<file path="src/rtl/sdcm_cfg.svh">
// Constants for the command and mode decode block
`ifndef SDCM_CFG_SVH
`define SDCM_CFG_SVH
`define SDCM_ADDR_W        13
`define SDCM_COL_W         10
`define SDCM_AP_BIT        10
`define SDCM_MR_BL_LSB     0
`define SDCM_MR_BT_BIT     3
`define SDCM_MR_RL_LSB     4
`define SDCM_MR_OP_LSB     7
`define SDCM_MR_WBS_BIT    9
`define SDCM_EM_PAR_LSB    0
`define SDCM_EM_TCR_LSB    3
`define SDCM_EM_DS_LSB     5
`define SDCM_MR_RESET      13'h0000
`define SDCM_EM_RESET      13'h0000
`define SDCM_MS_STD        2'h0
`define SDCM_MS_EXT        2'h2
`endif

</file>
<file path="src/rtl/sdcm_pkg.sv">
// Types shared by the command and mode decode block
package sdcm_pkg;
  typedef enum logic [3:0] {
    SDCM_CMD_INHIBIT, SDCM_CMD_NOP, SDCM_CMD_ACTIVATE, SDCM_CMD_READ,
    SDCM_CMD_WRITE, SDCM_CMD_BURST_STOP, SDCM_CMD_DEEP_PD, SDCM_CMD_PRECHARGE,
    SDCM_CMD_AUTO_REF, SDCM_CMD_SELF_REF, SDCM_CMD_LOAD_MODE
  } sdcm_cmd_e;
  typedef enum logic [2:0] {
    SDCM_PAR_ALL, SDCM_PAR_TWO, SDCM_PAR_ONE, SDCM_PAR_HALF, SDCM_PAR_QUARTER,
    SDCM_PAR_RSVD
  } sdcm_par_e;
endpackage

</file>
<file path="src/rtl/sdcm_top.sv">
// Command decode and mode programming for a low-power SDRAM
// Overview of operation
// - Single-write bit makes writes one location
// - Bank bits choose standard or extended register
// - Extended register held until reprogrammed
// - Extended settings survive deep power-down
// - Temperature refresh field is ignored
// - Partial refresh picks one of five regions
// - Only chosen region refreshed in self refresh
// - Extended bits 5-6 set drive strength
// - Chip-select high inhibit; all-high strobes no-op
// - Row strobe alone decodes bank activate
// - Column strobe starts read or write burst
// - Address bit 10 selects auto precharge
// - Write strobe alone: burst stop or power-down
// - Row and write strobes decode precharge
// - Row and column strobes: auto or self refresh
// - All strobes low load mode register
// - Byte mask high blocks write and output
// - Standard register field layout
`timescale 1ns/1ps
`include "sdcm_cfg.svh"
module sdcm_top
  import sdcm_pkg::*;
(
  // Clock and reset
  input  wire logic                     core_clk,
  input  wire logic                     rst,
  // Command pins
  input  wire logic                     cs_n,
  input  wire logic                     ras_n,
  input  wire logic                     cas_n,
  input  wire logic                     we_n,
  input  wire logic                     cke,
  input  wire logic                     byte_mask,
  input  wire logic                     bank_select_bit0,
  input  wire logic                     bank_select_bit1,
  input  wire logic [`SDCM_ADDR_W-1:0]  addr,
  // Decoded command, one-cycle pulses
  output sdcm_cmd_e                     cmd_q,
  output logic                          cmd_valid_q,
  output logic [1:0]                    cmd_bank_q,
  output logic [`SDCM_ADDR_W-1:0]       cmd_row_q,
  output logic [`SDCM_COL_W-1:0]        cmd_col_q,
  output logic                          cmd_auto_pre_q,
  output logic                          cmd_pre_all_q,
  output logic [3:0]                    cmd_write_len_q,
  output logic [3:0]                    cmd_read_len_q,
  // Mask gating levels
  output logic                          write_en_q,
  output logic                          out_drive_en_q,
  // Standard mode settings
  output logic [2:0]                    burst_count_q,
  output logic                          burst_interleave_q,
  output logic [2:0]                    read_latency_q,
  output logic [1:0]                    op_mode_q,
  output logic                          write_burst_single_bit_q,
  // Extended mode settings
  output logic [`SDCM_ADDR_W-1:0]       extended_setup_register_q,
  output logic [1:0]                    drive_strength_q,
  output sdcm_par_e                     partial_array_refresh_q,
  output logic [3:0]                    refresh_bank_keep_q,
  output logic [1:0]                    refresh_row_top_zero_q,
  // Power state
  output logic                          self_refresh_q,
  output logic                          deep_powerdown_state_q
);

  ////////////////////////////////////////////////////////////////////////////
  // Helpers

  // Burst length in locations from the 3-bit code; 0 marks continuous page
  function automatic logic [3:0] burst_len(input logic [2:0] code);
    logic [3:0] len;
    len = 4'h0;
    unique case (code)
      3'h0: len = 4'h1;
      3'h1: len = 4'h2;
      3'h2: len = 4'h4;
      3'h3: len = 4'h8;
      default: len = 4'h0;
    endcase
    return len;
  endfunction

  ////////////////////////////////////////////////////////////////////////////
  // Decode

  sdcm_cmd_e  dec_cmd;
  sdcm_par_e  par_region;
  logic [3:0] par_bank_keep;
  logic [1:0] par_row_zero;

  sdcm_cmd_dec u_dec (
    .cs_n  (cs_n),
    .ras_n (ras_n),
    .cas_n (cas_n),
    .we_n  (we_n),
    .cke   (cke),
    .cmd   (dec_cmd)
  );

  // Bank pair steers load-mode target
  wire [1:0] bank_sel  = {bank_select_bit1, bank_select_bit0};
  wire       is_load   = (dec_cmd == SDCM_CMD_LOAD_MODE);
  wire       load_std  = is_load && (bank_sel == `SDCM_MS_STD);
  wire       load_ext  = is_load && (bank_sel == `SDCM_MS_EXT);
  wire       is_rw     = (dec_cmd == SDCM_CMD_READ) || (dec_cmd == SDCM_CMD_WRITE);
  wire       is_valid  = (dec_cmd != SDCM_CMD_INHIBIT) && (dec_cmd != SDCM_CMD_NOP);

  // Reserved bank codes on load are dropped, leaving both registers intact
  logic [`SDCM_ADDR_W-1:0] mode_q;
  logic [`SDCM_ADDR_W-1:0] mode_d;
  logic [`SDCM_ADDR_W-1:0] ext_d;
  assign mode_d = load_std ? addr : mode_q;
  // Only an extended load changes it; power-down is not a reset here
  assign ext_d  = load_ext ? addr : extended_setup_register_q;

  // Standard field view
  wire [2:0] bl_code  = mode_q[`SDCM_MR_BL_LSB +: 3];
  wire       wbs      = mode_q[`SDCM_MR_WBS_BIT];
  wire [3:0] rd_len   = burst_len(bl_code);
  wire [3:0] wr_len   = wbs ? 4'h1 : burst_len(bl_code);

  // Temperature field bits are stored but nothing reads them
  wire [2:0] par_code = ext_d[`SDCM_EM_PAR_LSB +: 3];

  sdcm_par_map u_par (
    .code         (par_code),
    .region       (par_region),
    .bank_keep    (par_bank_keep),
    .row_top_zero (par_row_zero)
  );

  ////////////////////////////////////////////////////////////////////////////
  // Mode storage

  always_ff @(posedge core_clk or posedge rst) begin
    if (rst) begin
      mode_q                    <= `SDCM_MR_RESET;
      extended_setup_register_q <= `SDCM_EM_RESET;
    end else begin
      mode_q                    <= mode_d;
      extended_setup_register_q <= ext_d;
    end
  end

  // Field outputs registered off the next-state words, in step with the stores
  always_ff @(posedge core_clk or posedge rst) begin
    if (rst) begin
      burst_count_q            <= 3'h0;
      burst_interleave_q       <= 1'b0;
      read_latency_q           <= 3'h0;
      op_mode_q                <= 2'h0;
      write_burst_single_bit_q <= 1'b0;
      drive_strength_q         <= 2'h0;
      partial_array_refresh_q  <= SDCM_PAR_ALL;
      refresh_bank_keep_q      <= 4'hF;
      refresh_row_top_zero_q   <= 2'h0;
    end else begin
      burst_count_q            <= mode_d[`SDCM_MR_BL_LSB +: 3];
      burst_interleave_q       <= mode_d[`SDCM_MR_BT_BIT];
      read_latency_q           <= mode_d[`SDCM_MR_RL_LSB +: 3];
      op_mode_q                <= mode_d[`SDCM_MR_OP_LSB +: 2];
      write_burst_single_bit_q <= mode_d[`SDCM_MR_WBS_BIT];
      drive_strength_q         <= ext_d[`SDCM_EM_DS_LSB +: 2];
      partial_array_refresh_q  <= par_region;
      refresh_bank_keep_q      <= par_bank_keep;
      refresh_row_top_zero_q   <= par_row_zero;
    end
  end

  ////////////////////////////////////////////////////////////////////////////
  // Command outputs

  // Registered one cycle after the pins, like the device's own pipeline
  always_ff @(posedge core_clk or posedge rst) begin
    if (rst) begin
      cmd_q           <= SDCM_CMD_INHIBIT;
      cmd_valid_q     <= 1'b0;
      cmd_bank_q      <= 2'h0;
      cmd_row_q       <= '0;
      cmd_col_q       <= '0;
      cmd_auto_pre_q  <= 1'b0;
      cmd_pre_all_q   <= 1'b0;
      cmd_write_len_q <= 4'h0;
      cmd_read_len_q  <= 4'h0;
    end else begin
      cmd_q           <= dec_cmd;
      cmd_valid_q     <= is_valid;
      cmd_bank_q      <= bank_sel;
      cmd_row_q       <= (dec_cmd == SDCM_CMD_ACTIVATE) ? addr : '0;
      cmd_col_q       <= is_rw ? addr[`SDCM_COL_W-1:0] : '0;
      cmd_auto_pre_q  <= is_rw && addr[`SDCM_AP_BIT];
      cmd_pre_all_q   <= (dec_cmd == SDCM_CMD_PRECHARGE) && addr[`SDCM_AP_BIT];
      cmd_write_len_q <= (dec_cmd == SDCM_CMD_WRITE) ? wr_len : 4'h0;
      cmd_read_len_q  <= (dec_cmd == SDCM_CMD_READ) ? rd_len : 4'h0;
    end
  end

  // Mask acts every cycle regardless of command
  always_ff @(posedge core_clk or posedge rst) begin
    if (rst) begin
      write_en_q     <= 1'b0;
      out_drive_en_q <= 1'b0;
    end else begin
      write_en_q     <= !byte_mask;
      out_drive_en_q <= !byte_mask;
    end
  end

  ////////////////////////////////////////////////////////////////////////////
  // Power states

  // Exit is taken as the clock gate returning high; exit timing is outside
  wire sr_d  = (dec_cmd == SDCM_CMD_SELF_REF) || (self_refresh_q && !cke);
  wire dpd_d = (dec_cmd == SDCM_CMD_DEEP_PD) || (deep_powerdown_state_q && !cke);

  always_ff @(posedge core_clk or posedge rst) begin
    if (rst) begin
      self_refresh_q         <= 1'b0;
      deep_powerdown_state_q <= 1'b0;
    end else begin
      self_refresh_q         <= sr_d;
      deep_powerdown_state_q <= dpd_d;
    end
  end
endmodule

</file>
<file path="src/rtl/sdcm_cmd_dec.sv">
// Combinational pin-to-command decoder
`timescale 1ns/1ps
module sdcm_cmd_dec
  import sdcm_pkg::*;
(
  // Command pins
  input  wire logic      cs_n,
  input  wire logic      ras_n,
  input  wire logic      cas_n,
  input  wire logic      we_n,
  input  wire logic      cke,
  // Decoded command
  output sdcm_cmd_e      cmd
);
  // Inhibit dominates; cke splits the shared encodings
  always_comb begin
    cmd = SDCM_CMD_NOP;
    if (cs_n) begin
      cmd = SDCM_CMD_INHIBIT;
    end else begin
      unique case ({ras_n, cas_n, we_n})
        3'h7: cmd = SDCM_CMD_NOP;
        3'h3: cmd = SDCM_CMD_ACTIVATE;
        3'h5: cmd = SDCM_CMD_READ;
        3'h4: cmd = SDCM_CMD_WRITE;
        3'h6: cmd = cke ? SDCM_CMD_BURST_STOP : SDCM_CMD_DEEP_PD;
        3'h2: cmd = SDCM_CMD_PRECHARGE;
        3'h1: cmd = cke ? SDCM_CMD_AUTO_REF : SDCM_CMD_SELF_REF;
        3'h0: cmd = SDCM_CMD_LOAD_MODE;
        default: cmd = SDCM_CMD_NOP;
      endcase
    end
  end
endmodule

</file>
<file path="src/rtl/sdcm_par_map.sv">
// Maps partial-array refresh code to region enables
`timescale 1ns/1ps
module sdcm_par_map
  import sdcm_pkg::*;
(
  // Field in
  input  wire logic [2:0] code,
  // Region out
  output sdcm_par_e       region,
  output logic [3:0]      bank_keep,
  output logic [1:0]      row_top_zero
);
  // Five legal regions; unused codes report the reserved region with all banks kept
  always_comb begin
    region       = SDCM_PAR_ALL;
    bank_keep    = 4'hF;
    row_top_zero = 2'h0;
    unique case (code)
      3'h0: begin region = SDCM_PAR_ALL; end
      3'h1: begin region = SDCM_PAR_TWO; bank_keep = 4'h3; end
      3'h2: begin region = SDCM_PAR_ONE; bank_keep = 4'h1; end
      3'h5: begin
        region       = SDCM_PAR_HALF;
        bank_keep    = 4'h1;
        row_top_zero = 2'h2;
      end
      3'h6: begin
        region       = SDCM_PAR_QUARTER;
        bank_keep    = 4'h1;
        row_top_zero = 2'h3;
      end
      default: begin region = SDCM_PAR_RSVD; end
    endcase
  end
endmodule

</file>
<file path="config.mk">
export PLATFORM = sky130hd
export DESIGN_NAME = sdcm_top
export DESIGN_NICKNAME = d
export VERILOG_FILES = /design/src/rtl/sdcm_pkg.sv /design/src/rtl/sdcm_top.sv /design/src/rtl/sdcm_cmd_dec.sv /design/src/rtl/sdcm_par_map.sv
export VERILOG_INCLUDE_DIRS = /design/src /design/src/rtl
export SDC_FILE = /design/constraint.sdc
export NUM_CORES = 1
export LEC_CHECK = 0
export BUFFER_PORTS_ARGS = -buffer_cell sky130_fd_sc_hd__buf_2
export CAP_MARGIN = 20
export CORE_MARGIN = 3
export CORE_UTILIZATION = 44
export CTS_CLUSTER_SIZE = 25
export DETAILED_ROUTE_END_ITERATION = 8
export PLACE_DENSITY = 0.75
export RECOVER_POWER = 100
export SLEW_MARGIN = 10
export SYNTH_ARGS = -nofsm -noshare
export SYNTH_HDL_FRONTEND = slang
export SYNTH_HIERARCHICAL = 1
export SYNTH_SLANG_ARGS = --single-unit
export TNS_END_PERCENT = 20
</file>
<file path="constraint.sdc">
create_clock -name core_clk -period 2.1 [get_ports core_clk]
set_clock_uncertainty 0.15 [all_clocks]
set_input_delay 0.105 -clock core_clk [delete_from_list [all_inputs] [get_ports core_clk]]
set_output_delay 0.105 -clock core_clk [all_outputs]
set_load 0.05 [all_outputs]
</file>
* After elaboration in Yosys (flattened, before gate mapping)
Index checks and enable logic that the tools add are counted.
** Storage, ports and cells
- Flip-flop bits (word level) :: 87
- Bits of input ports :: 23
- Logic and storage cells :: 80
** Cells by class
- Equality and inequality tests :: 23
- Reduce and logical (&&, ||, !) cells :: 18
- Multiplexer cells :: 15
** Operators by type and width (count)
- $pmux W4 S8 :: 1
- $mux W10 :: 2
- $eq A3 B3 Y1 const B :: 6
- $mux W4 :: 4
- $pmux W4 S4 :: 1
- $eq A3 B2 Y1 const B :: 5
- $pmux W3 S5 :: 1
- $mux W13 :: 1
- $eq A4 B3 Y1 const B :: 3
- $eq A3 B1 Y1 const B :: 3
- $logic_not A3 Y1 :: 3
- $eq A4 B2 Y1 const B :: 2
- $eq A4 B4 Y1 const B :: 2
- $pmux W4 S2 :: 1
- $logic_and A1 B1 Y1 :: 7
- $mux W7 :: 1
- $ne A4 B1 Y1 const B :: 1
- $pmux W2 S2 :: 1
- $reduce_bool A4 Y1 :: 1
- $logic_or A1 B1 Y1 :: 3
- $reduce_or A3 Y1 :: 1
- $eq A2 B2 Y1 const B :: 1
- $logic_not A1 Y1 :: 2
- $logic_not A2 Y1 :: 1
- 2 further kinds :: 2

* Longest topological paths before layout
- Word-level depth :: 9
- Mapped depth :: 11
- Depth with buffers taken out :: 9

* By module
Netlist, hierarchy kept.
** By module, submodules not included
- sdcm_top :: cells an instance 164, seq. area each 1881.8 sq um, area each 2606.2 sq um, times used 1
- sdcm_par_map :: cells an instance 16, seq. area each 0.0 sq um, area each 132.6 sq um, times used 1
- sdcm_cmd_dec :: cells an instance 13, seq. area each 0.0 sq um, area each 106.4 sq um, times used 1

* Worst setup path before layout
Ideal clock, no wire load.
- Kind :: input-to-reg
- Start point :: input port cs_n
- End point :: register partial_array_refresh_q[1]
- Slack :: -0.327 ns
- Arrival :: 2.152 ns
- Stages :: 8
- Library setup time :: 0.125 ns
- Cells stage by stage :: or4b_1 o211ai_2 and2b_2 nand4b_4 buf_6 mux2_4 ha_1 mux2_4
** Between the ends
- Cells in the longest elaborated chain, start to end :: 6
- Elaborated cells on any way between the ends :: 10
- Those cells by class :: 5 x eq/ne; 3 x mux; 2 x reduce/logical
** RTL lines
- from (decl) :: RTL line sdcm_top.sv:30 : input wire logic cs_n,
- $mux W4 (*) :: RTL line sdcm_cmd_dec.sv:18 : if (cs_n) begin
- net dec_cmd[1] :: RTL line sdcm_top.sv:89 : sdcm_cmd_e dec_cmd;
- $eq A4 B4 Y1 (*) :: RTL line sdcm_top.sv:105 : wire is_load = (dec_cmd == SDCM_CMD_LOAD_MODE);
- $logic_and A1 B1 Y1 (*) :: RTL line sdcm_top.sv:107 : wire load_ext = is_load && (bank_sel == `SDCM_MS_EXT);
- $mux W7 (*) :: RTL line sdcm_top.sv:117 : assign ext_d = load_ext ? addr : extended_setup_register_q;
- net ext_d[0] :: RTL line sdcm_top.sv:114 : logic [`SDCM_ADDR_W-1:0] ext_d;
- $eq A3 B3 Y1 (tied with other cells) :: RTL line sdcm_par_map.sv:18 : unique case (code)
- $pmux W3 S5 (*) :: RTL line sdcm_par_map.sv:18
- net par_region[1] :: RTL line sdcm_top.sv:90 : sdcm_par_e par_region;
- to (signal assigned) :: RTL line sdcm_top.sv:167 : partial_array_refresh_q <= par_region;
- to (decl) :: RTL line sdcm_top.sv:61 : output sdcm_par_e partial_array_refresh_q,
The timed path passes the listed nets; every way through them passes the cells marked *.
A chain may end at the register's enable or synchronous reset.

* Final worst setup path
Ends and elaborated chain as after synthesis.

==> out/metrics.csv <==
metric,value,unit
run status,completed,
Final Core Density,62.2,%
Post-Route WL,6550,um
"FFs w/ async S/R, synth",100,%
GRT Util Overall,18.5,%
Synth cell types,41,
Yosys reg bits,75,
final hold vios,0,
clk_lat worst skew,330,ps
Syn. warnings,6,
most frequent cells after synthesis,"dfrtp_1, and3_1, mux2_2, and2_1, mux2_4",
H-tree Lvls,3,
CTS Buf Count,9,
Post-synth EDFFs,0,
Post-Syn Nets,219,
"Max FO, Critical Path",5,
synth top area cells,"dfrtp_1, mux2_4, mux2_2",
post-route cell area,3790,um^2
Die H,86.4,um
Initial Util,46.7,%
final net count,359,
CTS tree,done,
vias in the first global route,2101,
"Clk pin slew, worst setup/hold paths",70,ps
Worst slew margin,33.5,%
Root Buffer,clkbuf_8,
CP bufs+invs,1,
Die X,86.4,um
Mean Syn Cell Area,14.7,um^2
most numerous cell in the Yosys netlist,dfrtp_1,
first-pass GRT wire length,10500,um
Worst Max-Slew Pin Slew,997,ps
sequential area share after synthesis,66.1,%
worst vdd ir,0.564,mV
port buffer count,100,
RD Place Congestion,0.804,
CTS Sinks,75,
CP most frequent cell,mux2_4,
FMAX,487,MHz
DR WL/cell,15.9,um
minimum period implied by the final worst setup slack,2050,ps
min-delay worst type,input port to flop,
Area after DPL,3590,um^2
critical path's top delay family,simple AND/OR/NAND/NOR gates,
layout cells sized above 1,23.7,%
slowest stage cell on the critical path,or4b_4,
fillers,528,
critical path class,input port to flop,
Crit path required time,2170,ps
top-area cell type share of the netlist area,62.4,%
area of the multi-input gates,858,um^2
Final period util,97.7,%
synthesized cell area,2850,um^2
register area,1880,um^2
Synth Flop Type,dfrtp_1,
RSZ-0062 raised after global routing,no,
worst path cell trace,buf_2 -> or4b_4 -> o211ai_4 -> and2b_2 -> nand4b_4 -> mux2_4 -> ha_1 -> mux2_4,
hold_ws,73.5,ps
First-pass DRT Iterations,4,
die footprint,7470,um^2
final setup fails,0,
largest net degree at the start of global routing,76,
# rows,28,
fin worst setup slack,48.0,ps
DRT antenna net count,0,
Bufs on Longest Clock Path,2,
post-synthesis instance total,193,
post-synth top area cell,dfrtp_1,
Post-Place Worst Slack,-248,ps
antenna violations before repair,0,
Critical Path Start Type,input port,
DPL Wire Length,4440,um
core area,6100,um^2
Starting DRT DRC Count,59,
number of max-cap violations,0,
via count,1981,
post-cts sizing count,0,
setup TNS,0,ps
Crit. End Element,flop,
# DRC,0,
Overflow after GRT,0,
Leak,0.00188,uW
Top Ports,101,
Area Overhead vs Synth,33.3,%
critical path data arrival time,2120,ps
Slew Limit Fails,0,
pwr dens,986,nW/um^2
"slowest stage delay, CP",550,ps
routed vias/inst,4.81,
number of diodes,0,
-- cells by family after synthesis --
kind of cell             after synthesis  synth area share (%)
AO/OA/AOI/OAI                          9                  2.68
adder cells (fa/ha/maj)                3                  1.32
buffers and inverters                 18                  3.61
flip-flops                            75                  66.1
multiplexers                          26                  11.7
other                                  1                 0.132
AND/OR/NAND/NOR                       61                  14.4
-- power breakdown --
part	internal, uW	switching (uW)	total [uW]
registers	1570	63.3	1640
clock network	730	490	1220
logic	209	673	882
total	2510	1230	3740
-- placed cells by master (no fill, tap or decap), drive strengths merged, types with 2 or more instances in the layout --
cell / count
dfstp: 4
bufinv: 2
nor3: 6
inv: 7
dlygate4sd3: 18
ha: 3
o21a: 2
and2b: 4
nand3: 2
nand2b: 3
nor4b: 3
a21o: 2
clkbuf: 104
buf: 30
nand3b: 2
dfrtp: 71
and3: 13
nand4b: 2
and2: 12
nor2: 8
mux2: 25
-- flip-flops by register name, summed over array words and instances, names as in the netlist --
name,count
mode_q,5
cmd_pre_all_q,1
cmd_write_len_q,4
cmd_valid_q,1
read_latency_q,2
cmd_q,4
cmd_read_len_q,4
op_mode_q,1
refresh_bank_keep_q,4
cmd_col_q,10
drive_strength_q,1
self_refresh_q,1
refresh_row_top_zero_q,2
extended_setup_register_q,12
cmd_row_q,13
partial_array_refresh_q,3
cmd_auto_pre_q,1
out_drive_en_q,1
cmd_bank_q,2
deep_powerdown_state_q,1
burst_count_q,2
-- worst reg2reg max path: cells and delay by family, from the launching register on --
kind | cells | cell delay (ps)
multiplexers | 2 | 560
flip-flops | 1 | 390
adder cells (fa/ha/maj) | 1 | 240
-- metal layers --
metal	share of wire, %	wire, um	vias up	track usage, %
met5	0	0	-	0
met2	50	3300	69	31.8
met1	42	2730	969	21.7
met4	1.1	75	0	6.94
met3	6.9	451	6	5.80
li1	-	-	937	-
-- path summary, 6_finish.rpt --
kind | startpoint | endpoint | slack (ps) | depth (start not counted)
max | cs_n | partial_array_refresh_q[1] | 50 | 8
min | cke | self_refresh_q | 70 | 4
max reg2reg | extended_setup_register_q[1] | partial_array_refresh_q[1] | 660 | 3
min reg2reg | extended_setup_register_q[8] | extended_setup_register_q[8] | 350 | 1
max in group asynchronous | rst | self_refresh_q | 630 | 4
min in group asynchronous | rst | extended_setup_register_q[9] | 520 | 4
-- per-stage QoR --
step                      power, uW  instances
after global placement         2570        379
after global routing           3900        412
final                          3740        412
after CTS                      3830        412
after detailed placement       2590        379
after floorplan                2350        193
-- area by class of cell --
| type | count | area share [%] |
|---|---|---|
| inverters | 8 | 0.891 |
| repair buffers | 139 | 18.6 |
| clock inverters | 2 | 1.58 |
| well taps | 75 | 2.47 |
| clock buffers | 13 | 4.19 |
| flip-flops and latches | 75 | 49.6 |
| multi-input cells | 100 | 22.6 |
-- repair_timing --
item                      in CTS  in global routing
buffers inserted               0                  0
hold endpoints to repair     123                  0
hold buffers                  18                  0
Note: power is estimated with default switching activity, not from simulation.
